$ cat config.mk
export PLATFORM = sky130hd
export DESIGN_NAME = ccp_top
export DESIGN_NICKNAME = d
export VERILOG_FILES = /design/src/hdl/ccp_pkg.sv /design/src/hdl/ccp_timebase.sv /design/src/hdl/ccp_top.sv /design/src/hdl/ccp_unit.sv
export SDC_FILE = /design/constraint.sdc
export NUM_CORES = 1
export LEC_CHECK = 0
export BUFFER_PORTS_ARGS = -buffer_cell sky130_fd_sc_hd__buf_2
export CAP_MARGIN = 0
export CORE_MARGIN = 5
export CORE_UTILIZATION = 55
export DETAILED_ROUTE_END_ITERATION = 8
export HOLD_SLACK_MARGIN = 0.08
export PLACE_DENSITY = 0.77
export SKIP_CTS_REPAIR_TIMING = 1
export SYNTH_ARGS = -nofsm -noshare
export SYNTH_HDL_FRONTEND = slang
export SYNTH_SLANG_ARGS = --single-unit
export TNS_END_PERCENT = 30
$ cat constraint.sdc
create_clock -name pclk -period 2.4 [get_ports pclk]
set_input_delay 0.36 -clock pclk [delete_from_list [all_inputs] [get_ports pclk]]
set_output_delay 0.36 -clock pclk [all_outputs]
set_load 0.02 [all_outputs]
$ cat src/hdl/ccp_pkg.sv
// Register map, field positions and carrier types of the compare/PWM unit
package ccp_pkg;
  localparam int unsigned UNITS = 3;
  localparam int unsigned AW    = 12;

  // Register indices; the byte address is four times the index
  localparam logic [7:0] IX_FLAGS1 = 8'h0c;
  localparam logic [7:0] IX_FLAGS2 = 8'h0d;
  localparam logic [7:0] IX_T1L    = 8'h0e;
  localparam logic [7:0] IX_T1H    = 8'h0f;
  localparam logic [7:0] IX_TIMER_ONE_CONTROL  = 8'h10;
  localparam logic [7:0] IX_T2CNT  = 8'h11;
  localparam logic [7:0] IX_T2CON  = 8'h12;
  localparam logic [7:0] IX_ADC    = 8'h1f;
  localparam logic [7:0] IX_TRIS   = 8'h87;
  localparam logic [7:0] IX_EN1    = 8'h8c;
  localparam logic [7:0] IX_EN2    = 8'h8d;
  localparam logic [7:0] IX_PR2    = 8'h92;
  localparam logic [UNITS-1:0][7:0] IX_MLO = {8'h95, 8'h1b, 8'h15};
  localparam logic [UNITS-1:0][7:0] IX_MHI = {8'h96, 8'h1c, 8'h16};
  localparam logic [UNITS-1:0][7:0] IX_CTL = {8'h97, 8'h1d, 8'h17};

  // Writable bits; unimplemented bits read as zero
  localparam logic [7:0] MASK_ALL  = 8'hff;
  localparam logic [7:0] MASK_F2   = 8'heb;
  localparam logic [7:0] MASK_TCON = 8'h7f;
  localparam logic [7:0] MASK_CTL  = 8'h3f;

  localparam logic [7:0] RST_ZERO = 8'h00;
  localparam logic [7:0] RST_TRIS = 8'hff;
  localparam logic [7:0] RST_PR2  = 8'hff;

  // Field positions
  localparam int unsigned F1_T1OVF = 0;
  localparam int unsigned F1_T2    = 1;
  localparam int unsigned F1_U1    = 2;
  localparam int unsigned F2_U2    = 0;
  localparam int unsigned F2_U3    = 1;
  localparam int unsigned T1_ON    = 0;
  localparam int unsigned T1_PS    = 4;
  localparam int unsigned T2_PS    = 0;
  localparam int unsigned T2_ON    = 2;
  localparam int unsigned T2_POST  = 3;
  localparam int unsigned ADC_ON   = 0;
  localparam int unsigned ADC_GO   = 2;
  localparam int unsigned CTL_DUTY = 4;
  localparam logic [UNITS-1:0][2:0] PIN_BIT = {3'h3, 3'h1, 3'h2};

  // Mode select codes
  localparam logic [3:0] MODE_OFF  = 4'h0;
  localparam logic [3:0] MODE_SET  = 4'h8;
  localparam logic [3:0] MODE_CLR  = 4'h9;
  localparam logic [3:0] MODE_SWI  = 4'ha;
  localparam logic [3:0] MODE_TRIG = 4'hb;
  localparam logic [1:0] GRP_CMP   = 2'h2;
  localparam logic [1:0] GRP_PWM   = 2'h3;

  // Four oscillator periods per instruction cycle
  localparam logic [1:0]  Q_LAST = 2'h3;
  localparam logic [15:0] T1_MAX = 16'hffff;

  typedef struct packed {
    logic       t1_tick;
    logic       t2_tick;
    logic [1:0] fine;
  } ccp_tbase_t;

  typedef struct packed {
    logic [3:0] mode;
    logic [1:0] duty_lo;
    logic [7:0] match_lo;
    logic [7:0] match_hi;
  } ccp_cfg_t;
endpackage

$ cat src/hdl/ccp_timebase.sv
// Instruction-cycle phase and timer prescalers
`timescale 1ns/100ps
`default_nettype none
module ccp_timebase (
  input  wire logic             pclk,    // Oscillator clock
  input  wire logic             presetn, // Async reset, active low
  input  wire logic             t1_on,   // Timer1 running
  input  wire logic [1:0]       t1_ps,   // Timer1 prescale code
  input  wire logic             t2_on,   // Timer2 running
  input  wire logic [1:0]       t2_ps,   // Timer2 prescale code
  output ccp_pkg::ccp_tbase_t   tb       // Increment enables, fine phase
);
  typedef struct packed {
    logic [1:0] q;
    logic [2:0] p1;
    logic [3:0] p2;
  } ccp_tbs_t;

  ccp_tbs_t   st_r;
  ccp_tbs_t   st_nxt;
  logic       qend;
  logic       p2end;
  logic [2:0] m1;

  always_comb begin
    st_nxt = st_r;
    qend   = st_r.q == ccp_pkg::Q_LAST;
    st_nxt.q = st_r.q + 2'h1;
    if (qend && t1_on) begin
      st_nxt.p1 = st_r.p1 + 3'h1;
    end
    if (qend && t2_on) begin
      st_nxt.p2 = st_r.p2 + 4'h1;
    end
    unique case (t1_ps)
      2'h0: m1 = 3'h0;
      2'h1: m1 = 3'h1;
      2'h2: m1 = 3'h3;
      default: m1 = 3'h7;
    endcase
    // Fine phase extends timer2 to ten bits for the duty compare
    unique case (t2_ps)
      2'h0: begin
        p2end   = 1'b1;
        tb.fine = st_r.q;
      end
      2'h1: begin
        p2end   = st_r.p2[1:0] == 2'h3;
        tb.fine = st_r.p2[1:0];
      end
      default: begin
        p2end   = st_r.p2 == 4'hf;
        tb.fine = st_r.p2[3:2];
      end
    endcase
    tb.t1_tick = qend && t1_on && ((st_r.p1 & m1) == m1);
    tb.t2_tick = qend && t2_on && p2end;
  end

  always_ff @(posedge pclk or negedge presetn) begin
    if (!presetn) begin
      st_r <= '0;
    end else begin
      st_r <= st_nxt;
    end
  end
endmodule
`default_nettype wire

$ cat src/hdl/ccp_top.sv
// APB register file, timers and three compare/PWM units
`timescale 1ns/100ps
`default_nettype none
module ccp_top (
  input  wire logic                    pclk,       // Clock, 250 MHz
  input  wire logic                    presetn,    // Async reset, low
  input  wire logic                    psel,       // APB select
  input  wire logic                    penable,    // APB enable
  input  wire logic                    pwrite,     // APB direction
  input  wire logic [ccp_pkg::AW-1:0]  paddr,      // APB byte address
  input  wire logic [31:0]             pwdata,     // APB write data
  output logic      [31:0]             prdata,     // APB read data
  output logic                         pready,     // APB ready
  output logic                         pslverr,    // APB error
  output logic      [ccp_pkg::UNITS-1:0] unit_pin_o,    // Pin level
  output logic      [ccp_pkg::UNITS-1:0] unit_pin_oe_n, // Drive, low
  output logic                         conv_go     // Converter start
);
  localparam int unsigned N = ccp_pkg::UNITS;

  typedef struct packed {
    logic [7:0]         flags1;
    logic [7:0]         flags2;
    logic [7:0]         en1;
    logic [7:0]         en2;
    logic [15:0]        timer_one_count;
    logic [7:0]         timer_one_control;
    logic [7:0]         timer_two_count;
    logic [7:0]         pr2;
    logic [7:0]         t2con;
    logic [3:0]         post;
    logic [7:0]         tris;
    logic [7:0]         adc;
    logic [N-1:0][7:0]  mlo;
    logic [N-1:0][7:0]  mhi;
    logic [N-1:0][7:0]  ctl;
    logic [N-1:0]       pin;
    logic [N-1:0]       oe_n;
    logic [31:0]        rdata;
    logic               rdy;
    logic               err;
  } ccp_top_st_t;

  ccp_top_st_t                 st_r;
  ccp_top_st_t                 st_nxt;
  ccp_pkg::ccp_tbase_t         tb;
  ccp_pkg::ccp_cfg_t [N-1:0]   cfg;
  logic [N-1:0]                upin;
  logic [N-1:0]                uevt;
  logic [N-1:0]                utrig;
  logic [N-1:0][7:0]           ubuf;

  ccp_timebase u_tbase (
    .pclk    (pclk),
    .presetn (presetn),
    .t1_on   (st_r.timer_one_control[ccp_pkg::T1_ON]),
    .t1_ps   (st_r.timer_one_control[ccp_pkg::T1_PS +: 2]),
    .t2_on   (st_r.t2con[ccp_pkg::T2_ON]),
    .t2_ps   (st_r.t2con[ccp_pkg::T2_PS +: 2]),
    .tb      (tb)
  );

  genvar gi;
  generate
    for (gi = 0; gi < N; gi++) begin : g_unit
      assign cfg[gi].mode     = st_r.ctl[gi][3:0];
      assign cfg[gi].duty_lo  = st_r.ctl[gi][ccp_pkg::CTL_DUTY +: 2];
      assign cfg[gi].match_lo = st_r.mlo[gi];
      assign cfg[gi].match_hi = st_r.mhi[gi];
      // Only units 1 and 2 own a special event trigger
      ccp_unit #(
        .HAS_TRIG (gi < 2)
      ) u_unit (
        .pclk     (pclk),
        .presetn  (presetn),
        .cfg      (cfg[gi]),
        .timer_one_count     (st_r.timer_one_count),
        .timer_two_count     (st_r.timer_two_count),
        .pr2      (st_r.pr2),
        .tb       (tb),
        .pin      (upin[gi]),
        .event_p  (uevt[gi]),
        .trig_p   (utrig[gi]),
        .duty_buf (ubuf[gi])
      );
    end
  endgenerate

  always_comb begin
    logic [7:0] idx;
    logic [7:0] wd;
    logic [7:0] rd;
    logic       hit;
    logic       setup;
    logic       wr;
    logic       t2_wrap;
    idx     = 8'h00;
    wd      = 8'h00;
    rd      = 8'h00;
    hit     = 1'b1;
    setup   = 1'b0;
    wr      = 1'b0;
    t2_wrap = 1'b0;
    st_nxt  = st_r;

    idx   = paddr[9:2];
    wd    = pwdata[7:0];
    setup = psel && !penable;
    // A write lands only at the single access edge with ready high
    wr    = psel && penable && pwrite && st_r.rdy && !st_r.err;

    // Read decode
    unique case (idx)
      ccp_pkg::IX_FLAGS1: rd = st_r.flags1;
      ccp_pkg::IX_FLAGS2: rd = st_r.flags2;
      ccp_pkg::IX_EN1:    rd = st_r.en1;
      ccp_pkg::IX_EN2:    rd = st_r.en2;
      ccp_pkg::IX_T1L:    rd = st_r.timer_one_count[7:0];
      ccp_pkg::IX_T1H:    rd = st_r.timer_one_count[15:8];
      ccp_pkg::IX_TIMER_ONE_CONTROL:  rd = st_r.timer_one_control;
      ccp_pkg::IX_T2CNT:  rd = st_r.timer_two_count;
      ccp_pkg::IX_PR2:    rd = st_r.pr2;
      ccp_pkg::IX_T2CON:  rd = st_r.t2con;
      ccp_pkg::IX_TRIS:   rd = st_r.tris;
      ccp_pkg::IX_ADC:    rd = st_r.adc;
      default:            hit = 1'b0;
    endcase
    for (int i = 0; i < N; i++) begin
      if (idx == ccp_pkg::IX_MLO[i]) begin
        rd  = st_r.mlo[i];
        hit = 1'b1;
      end
      if (idx == ccp_pkg::IX_MHI[i]) begin
        // In PWM mode the high byte shows the live duty buffer
        rd  = (st_r.ctl[i][3:2] == ccp_pkg::GRP_PWM) ? ubuf[i]
                                                     : st_r.mhi[i];
        hit = 1'b1;
      end
      if (idx == ccp_pkg::IX_CTL[i]) begin
        rd  = st_r.ctl[i];
        hit = 1'b1;
      end
    end
    if (paddr[ccp_pkg::AW-1:10] != '0) begin
      hit = 1'b0;
    end

    // Bus handshake: setup cycle loads the answer, one access cycle
    if (setup) begin
      st_nxt.rdy   = 1'b1;
      st_nxt.err   = !hit;
      st_nxt.rdata = (hit && !pwrite) ? {24'h000000, rd} : 32'h00000000;
    end else if (psel && penable && st_r.rdy) begin
      st_nxt.rdy = 1'b0;
      st_nxt.err = 1'b0;
    end

    // Timer1 increment, then software write, then special event clear
    if (tb.t1_tick) begin
      st_nxt.timer_one_count = st_r.timer_one_count + 16'h0001;
    end
    if (wr && idx == ccp_pkg::IX_T1L) begin
      st_nxt.timer_one_count[7:0] = wd;
    end
    if (wr && idx == ccp_pkg::IX_T1H) begin
      st_nxt.timer_one_count[15:8] = wd;
    end
    if (utrig[0] || utrig[1]) begin
      st_nxt.timer_one_count = 16'h0000;
    end

    // Timer2 wraps after matching its period, giving the PWM period
    if (tb.t2_tick) begin
      if (st_r.timer_two_count == st_r.pr2) begin
        st_nxt.timer_two_count = 8'h00;
        t2_wrap     = 1'b1;
      end else begin
        st_nxt.timer_two_count = st_r.timer_two_count + 8'h01;
      end
    end
    if (wr && idx == ccp_pkg::IX_T2CNT) begin
      st_nxt.timer_two_count = wd;
    end
    // Postscaler counts periods for the flag only
    if (t2_wrap) begin
      if (st_r.post == st_r.t2con[ccp_pkg::T2_POST +: 4]) begin
        st_nxt.post = 4'h0;
      end else begin
        st_nxt.post = st_r.post + 4'h1;
      end
    end

    // Plain register writes
    if (wr) begin
      unique case (idx)
        ccp_pkg::IX_FLAGS1: st_nxt.flags1 = wd & ccp_pkg::MASK_ALL;
        ccp_pkg::IX_FLAGS2: st_nxt.flags2 = wd & ccp_pkg::MASK_F2;
        ccp_pkg::IX_EN1:    st_nxt.en1    = wd & ccp_pkg::MASK_ALL;
        ccp_pkg::IX_EN2:    st_nxt.en2    = wd & ccp_pkg::MASK_F2;
        ccp_pkg::IX_TIMER_ONE_CONTROL:  st_nxt.timer_one_control  = wd & ccp_pkg::MASK_TCON;
        ccp_pkg::IX_PR2:    st_nxt.pr2    = wd;
        ccp_pkg::IX_T2CON:  st_nxt.t2con  = wd & ccp_pkg::MASK_TCON;
        ccp_pkg::IX_TRIS:   st_nxt.tris   = wd;
        ccp_pkg::IX_ADC:    st_nxt.adc    = wd;
        default: ;
      endcase
      for (int i = 0; i < N; i++) begin
        if (idx == ccp_pkg::IX_MLO[i]) begin
          st_nxt.mlo[i] = wd;
        end
        // High byte is read-only while the unit runs PWM
        if (idx == ccp_pkg::IX_MHI[i]
            && st_r.ctl[i][3:2] != ccp_pkg::GRP_PWM) begin
          st_nxt.mhi[i] = wd;
        end
        if (idx == ccp_pkg::IX_CTL[i]) begin
          st_nxt.ctl[i] = wd & ccp_pkg::MASK_CTL;
        end
      end
    end

    // Hardware sets win over a software clear in the same cycle
    if (uevt[0]) begin
      st_nxt.flags1[ccp_pkg::F1_U1] = 1'b1;
    end
    if (uevt[1]) begin
      st_nxt.flags2[ccp_pkg::F2_U2] = 1'b1;
    end
    if (uevt[2]) begin
      st_nxt.flags2[ccp_pkg::F2_U3] = 1'b1;
    end
    if (tb.t1_tick && st_r.timer_one_count == ccp_pkg::T1_MAX
        && !(utrig[0] || utrig[1])) begin
      st_nxt.flags1[ccp_pkg::F1_T1OVF] = 1'b1;
    end
    if (t2_wrap && st_r.post == st_r.t2con[ccp_pkg::T2_POST +: 4]) begin
      st_nxt.flags1[ccp_pkg::F1_T2] = 1'b1;
    end
    if (utrig[1] && st_r.adc[ccp_pkg::ADC_ON]) begin
      st_nxt.adc[ccp_pkg::ADC_GO] = 1'b1;
    end

    // Pin stage; direction bit low lets the unit drive the pin
    for (int i = 0; i < N; i++) begin
      st_nxt.pin[i]  = upin[i];
      st_nxt.oe_n[i] = st_r.tris[ccp_pkg::PIN_BIT[i]];
    end
  end

  always_ff @(posedge pclk or negedge presetn) begin
    if (!presetn) begin
      st_r       <= '0;
      st_r.tris  <= ccp_pkg::RST_TRIS;
      st_r.pr2   <= ccp_pkg::RST_PR2;
      st_r.oe_n  <= '1;
    end else begin
      st_r <= st_nxt;
    end
  end

  assign prdata        = st_r.rdata;
  assign pready        = st_r.rdy;
  assign pslverr       = st_r.err;
  assign unit_pin_o    = st_r.pin;
  assign unit_pin_oe_n = st_r.oe_n;
  assign conv_go       = st_r.adc[ccp_pkg::ADC_GO];
endmodule
`default_nettype wire

$ cat src/hdl/ccp_unit.sv
// One compare/PWM unit: match detection, output latch, duty buffer
`timescale 1ns/100ps
`default_nettype none
module ccp_unit #(
  parameter logic HAS_TRIG = 1'b1
) (
  input  wire logic                pclk,     // Oscillator clock
  input  wire logic                presetn,  // Async reset, active low
  input  wire ccp_pkg::ccp_cfg_t   cfg,      // Mode, duty and match
  input  wire logic [15:0]         timer_one_count,     // Timer1 count
  input  wire logic [7:0]          timer_two_count,     // Timer2 count
  input  wire logic [7:0]          pr2,      // Timer2 period
  input  wire ccp_pkg::ccp_tbase_t tb,       // Time base
  output logic                     pin,      // Output latch
  output logic                     event_p,  // Compare event pulse
  output logic                     trig_p,   // Special event pulse
  output logic [7:0]               duty_buf  // Buffered duty, high part
);
  typedef struct packed {
    logic       prev_eq;
    logic       wrap;
    logic       pin;
    logic [7:0] buf_hi;
    logic [1:0] buf_lo;
  } ccp_us_t;

  ccp_us_t st_r;
  ccp_us_t st_nxt;
  logic    eq;
  logic    is_cmp;
  logic    is_pwm;

  always_comb begin
    st_nxt = st_r;
    eq     = timer_one_count == {cfg.match_hi, cfg.match_lo};
    is_cmp = cfg.mode[3:2] == ccp_pkg::GRP_CMP;
    is_pwm = cfg.mode[3:2] == ccp_pkg::GRP_PWM;
    st_nxt.prev_eq = eq;
    st_nxt.wrap    = is_pwm && tb.t2_tick && timer_two_count == pr2;
    // Acts on entry into equality only, so a stopped timer fires once
    event_p = is_cmp && eq && !st_r.prev_eq;
    trig_p  = event_p && HAS_TRIG
              && cfg.mode == ccp_pkg::MODE_TRIG;
    if (cfg.mode == ccp_pkg::MODE_OFF) begin
      st_nxt.pin = 1'b0;
    end else if (event_p) begin
      if (cfg.mode == ccp_pkg::MODE_SET) begin
        st_nxt.pin = 1'b1;
      end else if (cfg.mode == ccp_pkg::MODE_CLR) begin
        st_nxt.pin = 1'b0;
      end
    end else if (is_pwm) begin
      // Period start is registered so set and clear share one latency
      if (st_r.wrap) begin
        st_nxt.pin    = {cfg.match_lo, cfg.duty_lo} != '0;
        st_nxt.buf_hi = cfg.match_lo;
        st_nxt.buf_lo = cfg.duty_lo;
      end else if ({st_r.buf_hi, st_r.buf_lo}
                   == {timer_two_count, tb.fine}) begin
        // A duty longer than the period never clears the pin
        st_nxt.pin = 1'b0;
      end
    end
    pin      = st_r.pin;
    duty_buf = st_r.buf_hi;
  end

  always_ff @(posedge pclk or negedge presetn) begin
    if (!presetn) begin
      st_r <= '0;
    end else begin
      st_r <= st_nxt;
    end
  end
endmodule
`default_nettype wire

# Word-level counts from Yosys, hierarchy flattened
# Index checks and enable logic that the tools add are counted.
[totals]
reg_bits = 248
in_bits = 49
output_inout_bits = 41
wordCells = 313
[op_classes]
n_addsub = 6
eq_ne = 57
mux = 86
bitwise = 7
n_reduce_logical = 106
[ops]
columns = ["cell", "n"]
rows = [
  ["two-way mux 8 bit", 27],
  ["case mux 8 bit (12 select lines)", 1],
  ["equality test 8 x 5 -> 1 bit, second input constant", 10],
  ["two-way mux 75 bit", 1],
  ["equality test 8 bit, second input constant", 7],
  ["equality test 16 bit", 3],
  ["AND reduction 2 bit", 24],
  ["two-way mux 1 bit", 37],
  ["equality test 4 bit, second input constant", 9],
  ["logical AND 1 bit", 35],
  ["two-way mux 11 bit", 3],
  ["equality test 8 x 4 -> 1 bit, second input constant", 4],
  ["two-way mux 16 bit", 2],
  ["equality test 10 bit", 3],
  ["two-way mux 10 bit", 3],
  ["nonzero test 10 bit", 3],
  ["nonzero test 2 bit", 15],
  ["two-way mux 27 bit", 1],
  ["equality test 2 bit, second input constant", 9],
  ["two-way mux 6 bit", 3],
  ["adder 16 x 1 -> 16 bit, second input constant", 1],
  ["equality test 16 bit, second input constant", 1],
  ["nonzero test 3 bit", 5],
  ["zero test 4 bit", 3],
  ["25 further kinds", 52],
]

# Logic depth before layout (Yosys ltp)
# Gate-level depths: netlist of the first run.
[logic_depth]
ltp_word = 15
ltp_mapped = 9
ltp_nobuf = 7

# Hierarchy
# From an unflattened synthesis of the first run, not the netlist that was laid out.
[unflattened]
cells_unflattened = 1255
hier_area_um2 = 13276.5
[by_module_without_submodules]
columns = ["module", "n_inst", "cells_per_inst", "area_each_um2"]
rows = [
  ["ccp_top", 1, 931, 9830.7],
  ["ccp_unit at g_unit[0].u_unit ...", 2, 94, 991.0],
  ["ccp_unit at g_unit[2].u_unit", 1, 95, 1007.2],
  ["ccp_timebase", 1, 41, 456.7],
]

# Least setup slack after synthesis of the first run
# No wires, ideal clock.
[synth_path]
path_kind = "in2reg"
from = "input port paddr[7] in the netlist's numbering"
to = "register st_r (netlist bit cfg[37])"
setup_ns = 0.125
arrival_time_ns = 2.148
t_required_ns = 2.275
slack_ns = 0.127
path_stages = 6
n_path_buf = 2
path_cell_list = "buf_2 or4b_1 buf_2 or3_1 nor2_4 mux2_2"
[synth_via]
elab_chain_len = 2
[synth_lines]
columns = ["item", "line", "source"]
rows = [
  ["start: declaration", "ccp_top.sv:10", "input wire logic [ccp_pkg::AW-1:0] paddr,"],
  ["equality test 8 x 5 -> 1 bit", "ccp_top.sv:208", "if (idx == ccp_pkg::IX_MLO[i]) begin"],
  ["AND reduction 2 bit (no source line)", "--", ""],
  ["end signal: assignment", "ccp_top.sv:257", "st_r <= st_nxt;"],
  ["end: declaration", "ccp_top.sv:44", "ccp_top_st_t st_r;"],
]
# No other way between the ends.
# A chain may end at the register's enable or synchronous reset.

# Final worst setup path of the first run
[layout_path]
from = "register st_r[167] in the netlist's numbering"
to = "register st_r (netlist bit prdata[3])"
[layout_via]
elab_chain_len = 11
[layout_lines]
columns = ["item", "line", "source"]
rows = [
  ["case mux 8 bit (12 select lines)", "ccp_top.sv:113", "unique case (idx)"],
  ["two-way mux 8 bit", "ccp_top.sv:129", "if (idx == ccp_pkg::IX_MLO[i]) begin"],
  ["two-way mux 8 bit", "ccp_top.sv:133", "if (idx == ccp_pkg::IX_MHI[i]) begin"],
  ["two-way mux 8 bit", "ccp_top.sv:139", "if (idx == ccp_pkg::IX_CTL[i]) begin"],
  ["two-way mux 8 bit", "ccp_top.sv:129", ""],
  ["two-way mux 8 bit", "ccp_top.sv:133", ""],
  ["two-way mux 8 bit", "ccp_top.sv:139", ""],
  ["two-way mux 8 bit", "ccp_top.sv:129", ""],
  ["two-way mux 8 bit", "ccp_top.sv:133", ""],
  ["two-way mux 8 bit", "ccp_top.sv:139", ""],
  ["two-way mux 8 bit", "ccp_top.sv:152", "st_nxt.rdata = (hit && !pwrite) ? {24'h000000, rd} : 32'h00000000;"],
]
# No other way between the ends.

==> results of run 1 <==
cell usage in the layout, fill, tap and decap left out, drive strengths merged, types with 7 or more instances in the layout:
cell type,Yosys,routed
nor2b,12,12
inv,8,8
and2,7,7
clkbuf,54,37
buf,74,176
nor4,19,19
nor3,16,16
conb,1,24
o22ai,10,10
nor2,71,71
a21oi,26,26
xor2,30,30
mux2,170,170
xnor2,81,81
and3,17,17
nand4,26,26
mux2i,33,33
a211oi,20,20
a32oi,11,11
nand2,78,78
o21ai,40,40
dfstp,19,19
a22oi,7,7
a2bb2oi,11,11
a31oi,14,14
nand3,39,39
dfrtp,205,205
registers in the layout, summed over array words and instances, names as in the netlist:
register and cells:
st_r 90, cfg 66, g_unit.u_unit.duty_buf 24, g_unit.u_unit.st_r 12, u_tbase.st_r 9, prdata 8, g_unit.u_unit.pin 3, st_nxt 3
unit_pin_o 3, unit_pin_oe_n 3, conv_go 1, pready 1, pslverr 1
worst max-delay path: cells and delay by family (launching register included):
| kind | cells | cell delay, ns |
|---|---|---|
| AO/OA/AOI/OAI | 3 | 0.69 |
| multiplexers | 1 | 0.46 |
| flip-flops | 1 | 0.42 |
| buffers and inverters | 2 | 0.38 |
| AND/OR/NAND/NOR | 1 | 0.20 |
power by group through the flow:
stage / clock, uW / sequential, uW / combinational (uW)
after floorplan: 0 / 3900 / 367
after global placement: 0 / 3910 / 644
after detailed placement: 0 / 3910 / 655
after CTS: 3860 / 3840 / 658
after global routing: 4010 / 3840 / 714
final: 3840 / 3840 / 673
Yosys cell counts, types with 19 or more instances:
master      n  area (um^2)
a21oi_1    25          125
xnor2_1    81          709
a211oi_1   20          150
dfrtp_1   205         5130
clkbuf_1   54          203
buf_2      24          120
dfstp_2    19          499
mux2_2    170         1910
nand4_1    26          163
xor2_1     30          263
nand2_1    77          289
nor2_1     68          255
o21ai_0    39          195
nor4_1     19          119
mux2i_1    33          330
nand3_1    38          190
buf_4      40          300
path summary, 6_finish.rpt:
check                            from  slack [ns]          endpoint
setup / recovery            st_r[167]        0.13         prdata[3]
hold / removal              paddr[10]        0.12           pslverr
setup reg to reg            st_r[167]        0.13         prdata[3]
hold reg to reg            st_nxt[36]        0.37  unit_pin_oe_n[2]
max in group asynchronous     presetn        1.26         st_r[124]
min in group asynchronous     presetn        0.40           cfg[30]
stage by stage:
step	util, %	total power [uW]	setup slack [ns]	instance area (um^2)
global placement	61.0	4550	-0.0537	13900
global route	64.7	8570	0.0306	14700
detailed placement	61.0	4560	-0.0920	13900
CTS	64.6	8360	0.0794	14700
floorplan	-	4260	0.127	12800
finish	64.7	8350	0.125	14700
layer usage:
layer | GRT usage [%] | share of wire, % | vias to the layer above
li1 | - | - | 4510
met1 | 42.2 | 40 | 5151
met2 | 49.3 | 46 | 511
met3 | 5.61 | 8.5 | 150
met4 | 15.6 | 5.8 | 2
met5 | 0 | 0.039 | -
final cells by class:
| cell class | count | area, um^2 |
|---|---|---|
| fill | 1766 | 8010 |
| multi-input combinational | 864 | 6500 |
| sequential | 224 | 5630 |
| timing repair buffer | 178 | 1380 |
| clock buffer | 37 | 691 |
| tap | 285 | 357 |
| clock inverter | 7 | 113 |
| inverter | 8 | 30.0 |
logic make-up after synthesis:
| kind of cell | synth area share, % |
|---|---|
| AOI/OAI and AO/OA | 10.5 |
| xor gates and xnor gates | 7.63 |
| adders and majority gates | 0.589 |
| buffers and inverters | 5.60 |
| DFF | 44.2 |
| muxes | 18.0 |
| other | 0.0294 |
| and+or+nand+nor | 13.5 |
==> run summary, run 1 <==
The worst slew margin relative to its limit came out at 51.1%. The worst setup path is captured at a flip-flop. The launching element type of the critical path is a flip-flop. The antenna diode count came out at 0. The synthesized design contains 224 register bits. Using the TritonRoute via totals, the vias-per-cell ratio works out to 6.44. The required arrival time at the worst endpoint is 2.81 ns. The first global-routing pass estimated 63100 um of wire. Pin placement for this block handled 90 I/O pins. Clock-pin slew was measured on the worst setup and hold paths at 0.06 ns. Entering global routing, the biggest net connects 62 pins. In this design, the critical path's most frequently occurring cell is buf_4. The number of iterations in the first detailed-routing pass came out at 5. The worst clock skew is 0.00917 ns. The post-synthesis instance area came out at 12700 um^2. At the end of routability-driven placement, the weighted congestion stood at 1.03. The design internal power is 6330 uW. The count of buffers inserted at the top-level ports came out at 39. The final layout contains 1355 nets. Measured in cells, the most critical reg-to-reg path has a length of 7.

The clock network fraction of design power is 45.9%. Timing would allow up to 0.440 GHz. The fraction of power consumed by sequential logic came out at 46.0%. The core box area is 22700 um^2. The final period utilization came out at 94.8%. The vias after detailed routing came out at 10324. The number of clock sinks is 224. The maximum fanout along the worst path came out at 5. The minimum clock period after layout is 2.27 ns. Yosys printed 0 warnings. Setup violations remaining at the end of the flow were counted as 0. The hold path depth came out at 3. In this design, the stage delay of the slowest critical-path cell is 0.46 ns. The initialized floorplan defines 55 standard-cell rows.

Each instance of the synthesized netlist takes up on average 10.6 um^2. The number of global-route vias before repair came out at 10342. The top flip-flop cell by instance count after synthesis is dfrtp_1.

The flow ran to the end, and the final reports show no timing, DRC or antenna violations. Power spread over the standard cell area amounts to 568 nW/um^2. For this run the aggregate overflow at the end of global routing stands at 0. The critical path goes through buf_4 > mux4_2 > and3_1 > a211o_1 > o21ai_0 > buf_4 > a32oi_1.

The worst setup path is of the reg -> reg kind. The number of distinct library cell variants in the gate-level netlist after synthesis is 77. After detailed routing, the number of remaining DRC violations is 0. The DRC marker count from the first detailed-route iteration is 1093. The H-tree depth came out at 1. The count of max-cap constraint violations came out at 0. The average detailed-routed wire length per instance came out at 25.8 um. In the global route stage, overall resource usage came out at 31.4%. For the worst setup path, the data arrival time is 2.68 ns.

The worst hold margin came out at 0.124 ns. The total CTS buffers is 24. The instance count after placement with tap cells included is 1557. The routed design has 41400 um of wire. The path category of the worst min-delay check is in -> reg. For this design the total switching power over the nets is 2020 uW. The share of post-route cells with drive strength above 1 is 32.2%.

Relative to the synthesized area, the layout overhead comes to 15.4%. Setup repair after global routing left no endpoint under its margin. The count of cells in the finished layout, fillers not included, comes to 1603. From left edge to right edge, the die measures 162 um. The clock network latency to the later pin of the worst-skew pair is 0.53 ns. The number of synthesized flops with an enable pin is 0. The setup TNS is 0 ns. The share of total power dissipated in combinational logic is 8.1%. The count of final hold-check violations was 0.

The vertical extent of the die came out at 162 um. The max-slew violation total from the final report is 0. The part of the Yosys area used for sequential elements came out at 44.2%.

The initial utilization of the core area, before any placement, comes to 56.1%. Net switching is 24.2% of the power. The cell with the largest stage delay on the worst path is mux4_2. The total die area came out at 26300 um^2. The leakage dissipation is 0.00668 uW. No sink is reached through more buffers than the 3 on the longest clock path.

The share of flip-flops with an asynchronous set or reset is 100%. The final antenna-violating net count came out at 0. The largest vdd supply drop came out at 0.535 mV.

The initial antenna violation count came out at 1. The CTS root buffer is clkbuf_16. The placed wire-length estimate is 29400 um. TritonCTS built the clock tree. The number of standard cells after synthesis came out at 1201.

At the pin with the least slew margin, the transition time is 0.733 ns.
Note: power is estimated with default switching activity, not from simulation.
==> run 2, diff against run 1 <==
- SETUP_SLACK_MARGIN: default -> 0.3
- SKIP_LAST_GASP: default -> 1
==> run 2 against run 1 <==
Compared with the run above:
- first-iteration DRC count down 1.4%
- highest routed layer is now met4
- largest cell class unchanged
- worst hold slack better by 0.0065 ns
- sequential power about the same
==> run summary, run 2 (synthesis gave the netlist of run 1 again) <==
The required arrival time at the worst endpoint came to 2.80 ns (about the same). The DRC marker count from the first detailed-route iteration is 1078 (-1.4%). The count of final hold-check violations is 0 (unchanged). The register with the most flip-flops is st_r. Walking the worst path, the cells encountered are xor2_1 > nor4_2 > nand4_1 > or4b_4 > buf_4 > a31oi_1 > o21ai_0. The run finished with clean final reports. The top routing layer in use is met4. The data arrival time of the worst path is 2.65 ns (-0.03 ns). The width of the die was 162 um (unchanged). The maximum clock rate was 0.445 GHz (+1.2%). The tree is rooted in a clkbuf_16. In the layout the commonest cells are 204 x dfrtp_1, 163 x mux2_2, 117 x buf_4. TritonCTS built the clock tree. The count of buffers inserted at the top-level ports came out at 39 (unchanged). Setup repair after global routing could not meet its margin everywhere. The post-layout net count came out at 1346 (-0.66%). The average detailed-routed wire length per instance is 25.3 um (-2.0%). The final antenna-violating net count is 0 (unchanged).

The design internal power is 6450 uW (+1.7%). The DRC violations left came out at 0 (unchanged). The share of post-route cells with drive strength above 1 is 32.5% (+0.27 points). The ratio of routed vias to standard cells came out at 6.47 (+0.44%). The global routing usage summed across all routing layers is 30.3% (-1.1 points). The number of global-route vias before repair came out at 10016 (-3.2%). The wire length on met3 was 3750 um (+6.1%). The aggregate global routing overflow came to 0 (unchanged). The number of iterations in the first detailed-routing pass came out at 5 (unchanged).

The clock network latency to the later pin of the worst-skew pair is 0.53 ns (about the same). The wire length of the first global-routing pass came out at 61400 um (-2.7%). The vias after detailed routing is 10324 (unchanged).

The final period utilization was 93.6% (-1.2 points). The delay of the slowest cell on the worst path is 0.56 ns (+0.10 ns). The H-tree depth came out at 1 (unchanged). The maximum buffer depth of the clock tree is 3 (unchanged). The fraction of power consumed by sequential logic came out at 45.2% (-0.8 points). The total chip power came out at 8520 uW (+2.0%). The combinational power share is 7.5% (-0.6 points). The switching component of the power came out at 2080 uW (+2.9%). The power per standard cell area came to 579 nW/um^2 (+1.9%). The total die area came to 26300 um^2 (unchanged). The critical path is of the reg -> reg type. The met2 wire length came to 18400 um (-2.7%).

The number of clock sinks is 224 (unchanged). The total CTS buffers came out at 25 (+4.2%). The cell area after layout is 14700 um^2 (+0.16%).

The actual slew at the worst max-slew pin came out at 0.702 ns (-0.0309 ns). The vertical extent of the die was 162 um (unchanged). The instance area at placement came out at 13800 um^2 (-0.32%). The worst clock skew is 0.0147 ns (+0.00551 ns). The met1 layer wirelength in the final routing came out at 15700 um (-4.9%). The detailed-route wire length came out at 40400 um (-2.4%). The placed wire-length estimate came out at 28900 um (-1.8%). The count of max-cap constraint violations is 0 (unchanged). The worst slew margin relative to its limit is 53.2% (+2.1 points). The worst hold margin was 0.130 ns (+0.00649 ns). The proportion of total power due to net switching was 24.4% (+0.21 points).

The effective utilization at floorplan is 56.1% (unchanged). The initial antenna violation count came out at 2 (+1). The number of buffers and inverters on the critical path is 1 (-1). The library cell used most frequently in the layout, excluding fill and tap cells, is dfrtp_1. The row count came to 55 (unchanged). The top-level I/O count came to 90 (unchanged). The cell with the largest stage delay on the worst path is or4b_4.

The path class of the tightest hold or removal check is in -> reg. The maximum fanout along the worst path was 4 (-1). The setup TNS is 0 ns (unchanged). The area growth from synthesis to final layout is 15.6%. STA classifies the critical path endpoint as a flip-flop. The minimum clock period after layout is 2.25 ns (-0.0281 ns).

STA classifies the critical path startpoint as a flip-flop. The largest vdd supply drop is 0.418 mV (-22%). In this design, the largest share of critical-path delay is due to simple AND/OR/NAND/NOR gates.

The core box area is 22700 um^2 (unchanged). The max-slew violation total from the final report came out at 0 (unchanged). The global placement routability congestion came out at 1.04 (+0.45%). The leakage dissipation came out at 0.00666 uW (-0.26%).

The clock network fraction of design power is 47.3% (+1.4 points). The maximum number of pins on one net before global-route repair came out at 70 (+13%). The clock transition time at the flip-flop clock pins of the worst setup and hold paths came out at 0.07 ns (about the same). The flip-flop count of the largest register, all copies and words added came to 90 (unchanged). The count of endpoints failing setup in the final report is 0 (unchanged).
run 2: changes by cell type in the layout (fill, tap and decap cells not counted), moves of 2 or more:
cell        delta
clkbuf_1       -7
buf_4         -10
mux2_2         -7
mux2_4         +7
inv_6          +2
clkinvlp_4     +5
run 2: power groups by stage:
stage	Sequential, uW	Clock (uW)	Combinational (uW)
2_1_floorplan	3900	0	373
3_5_place_dp	3920	0	625
5_1_grt	3860	4200	683
4_1_cts	3850	4060	628
6_report	3860	4030	640
3_3_place_gp	3920	0	617
run 2: cell type report:
class | instances | area [um^2]
Fill cell | 1760 | 7980
Multi-Input combinational cell | 864 | 6540
Sequential cell | 224 | 5630
Timing Repair Buffer | 168 | 1300
Clock buffer | 30 | 664
Tap cell | 285 | 357
Clock inverter | 16 | 203
Inverter | 8 | 30.0
Antenna cell | 1 | 2.50
run 2: worst register-to-register path, cell delays in order, from the launching register on:
cell and delay (ns):
dfrtp_1 0.46, xor2_1 0.20, nor4_2 0.25, nand4_1 0.19, or4b_4 0.56, buf_4 0.20, a31oi_1 0.16, o21ai_0 0.10
run 2: worst paths after layout:
path / from / to / slack, ns / depth (start not counted)
worst max-delay path: st_r[176] / g_unit[1].u_unit.pin / 0.15 / 7
worst min-delay path: paddr[10] / pslverr / 0.13 / 3
worst max register to register: st_r[176] / g_unit[1].u_unit.pin / 0.15 / 7
worst min register to register: st_nxt[35] / unit_pin_oe_n[1] / 0.38 / 0
max in group asynchronous: presetn / st_r[124] / 1.23 / 3
min in group asynchronous: presetn / cfg[31] / 0.38 / 2
run 2: per-stage QoR:
| stage | util (%) | setup slack (ns) | cells |
|---|---|---|---|
| finish | 64.8 | 0.153 | 1596 |
| global route | 64.8 | 0.0783 | 1595 |
| global placement | 60.9 | 0.0540 | 1547 |
| CTS | 64.7 | 0.0761 | 1593 |
| detailed placement | 60.9 | 0.0533 | 1547 |
| floorplan | - | 0.198 | 1224 |
run 2: per-layer routing:
metal,vias to the layer above,track usage (%)
li1,4494,-
met3,152,6.27
met1,5059,39.9
met4,0,15.6
met2,619,47.5
met5,-,0
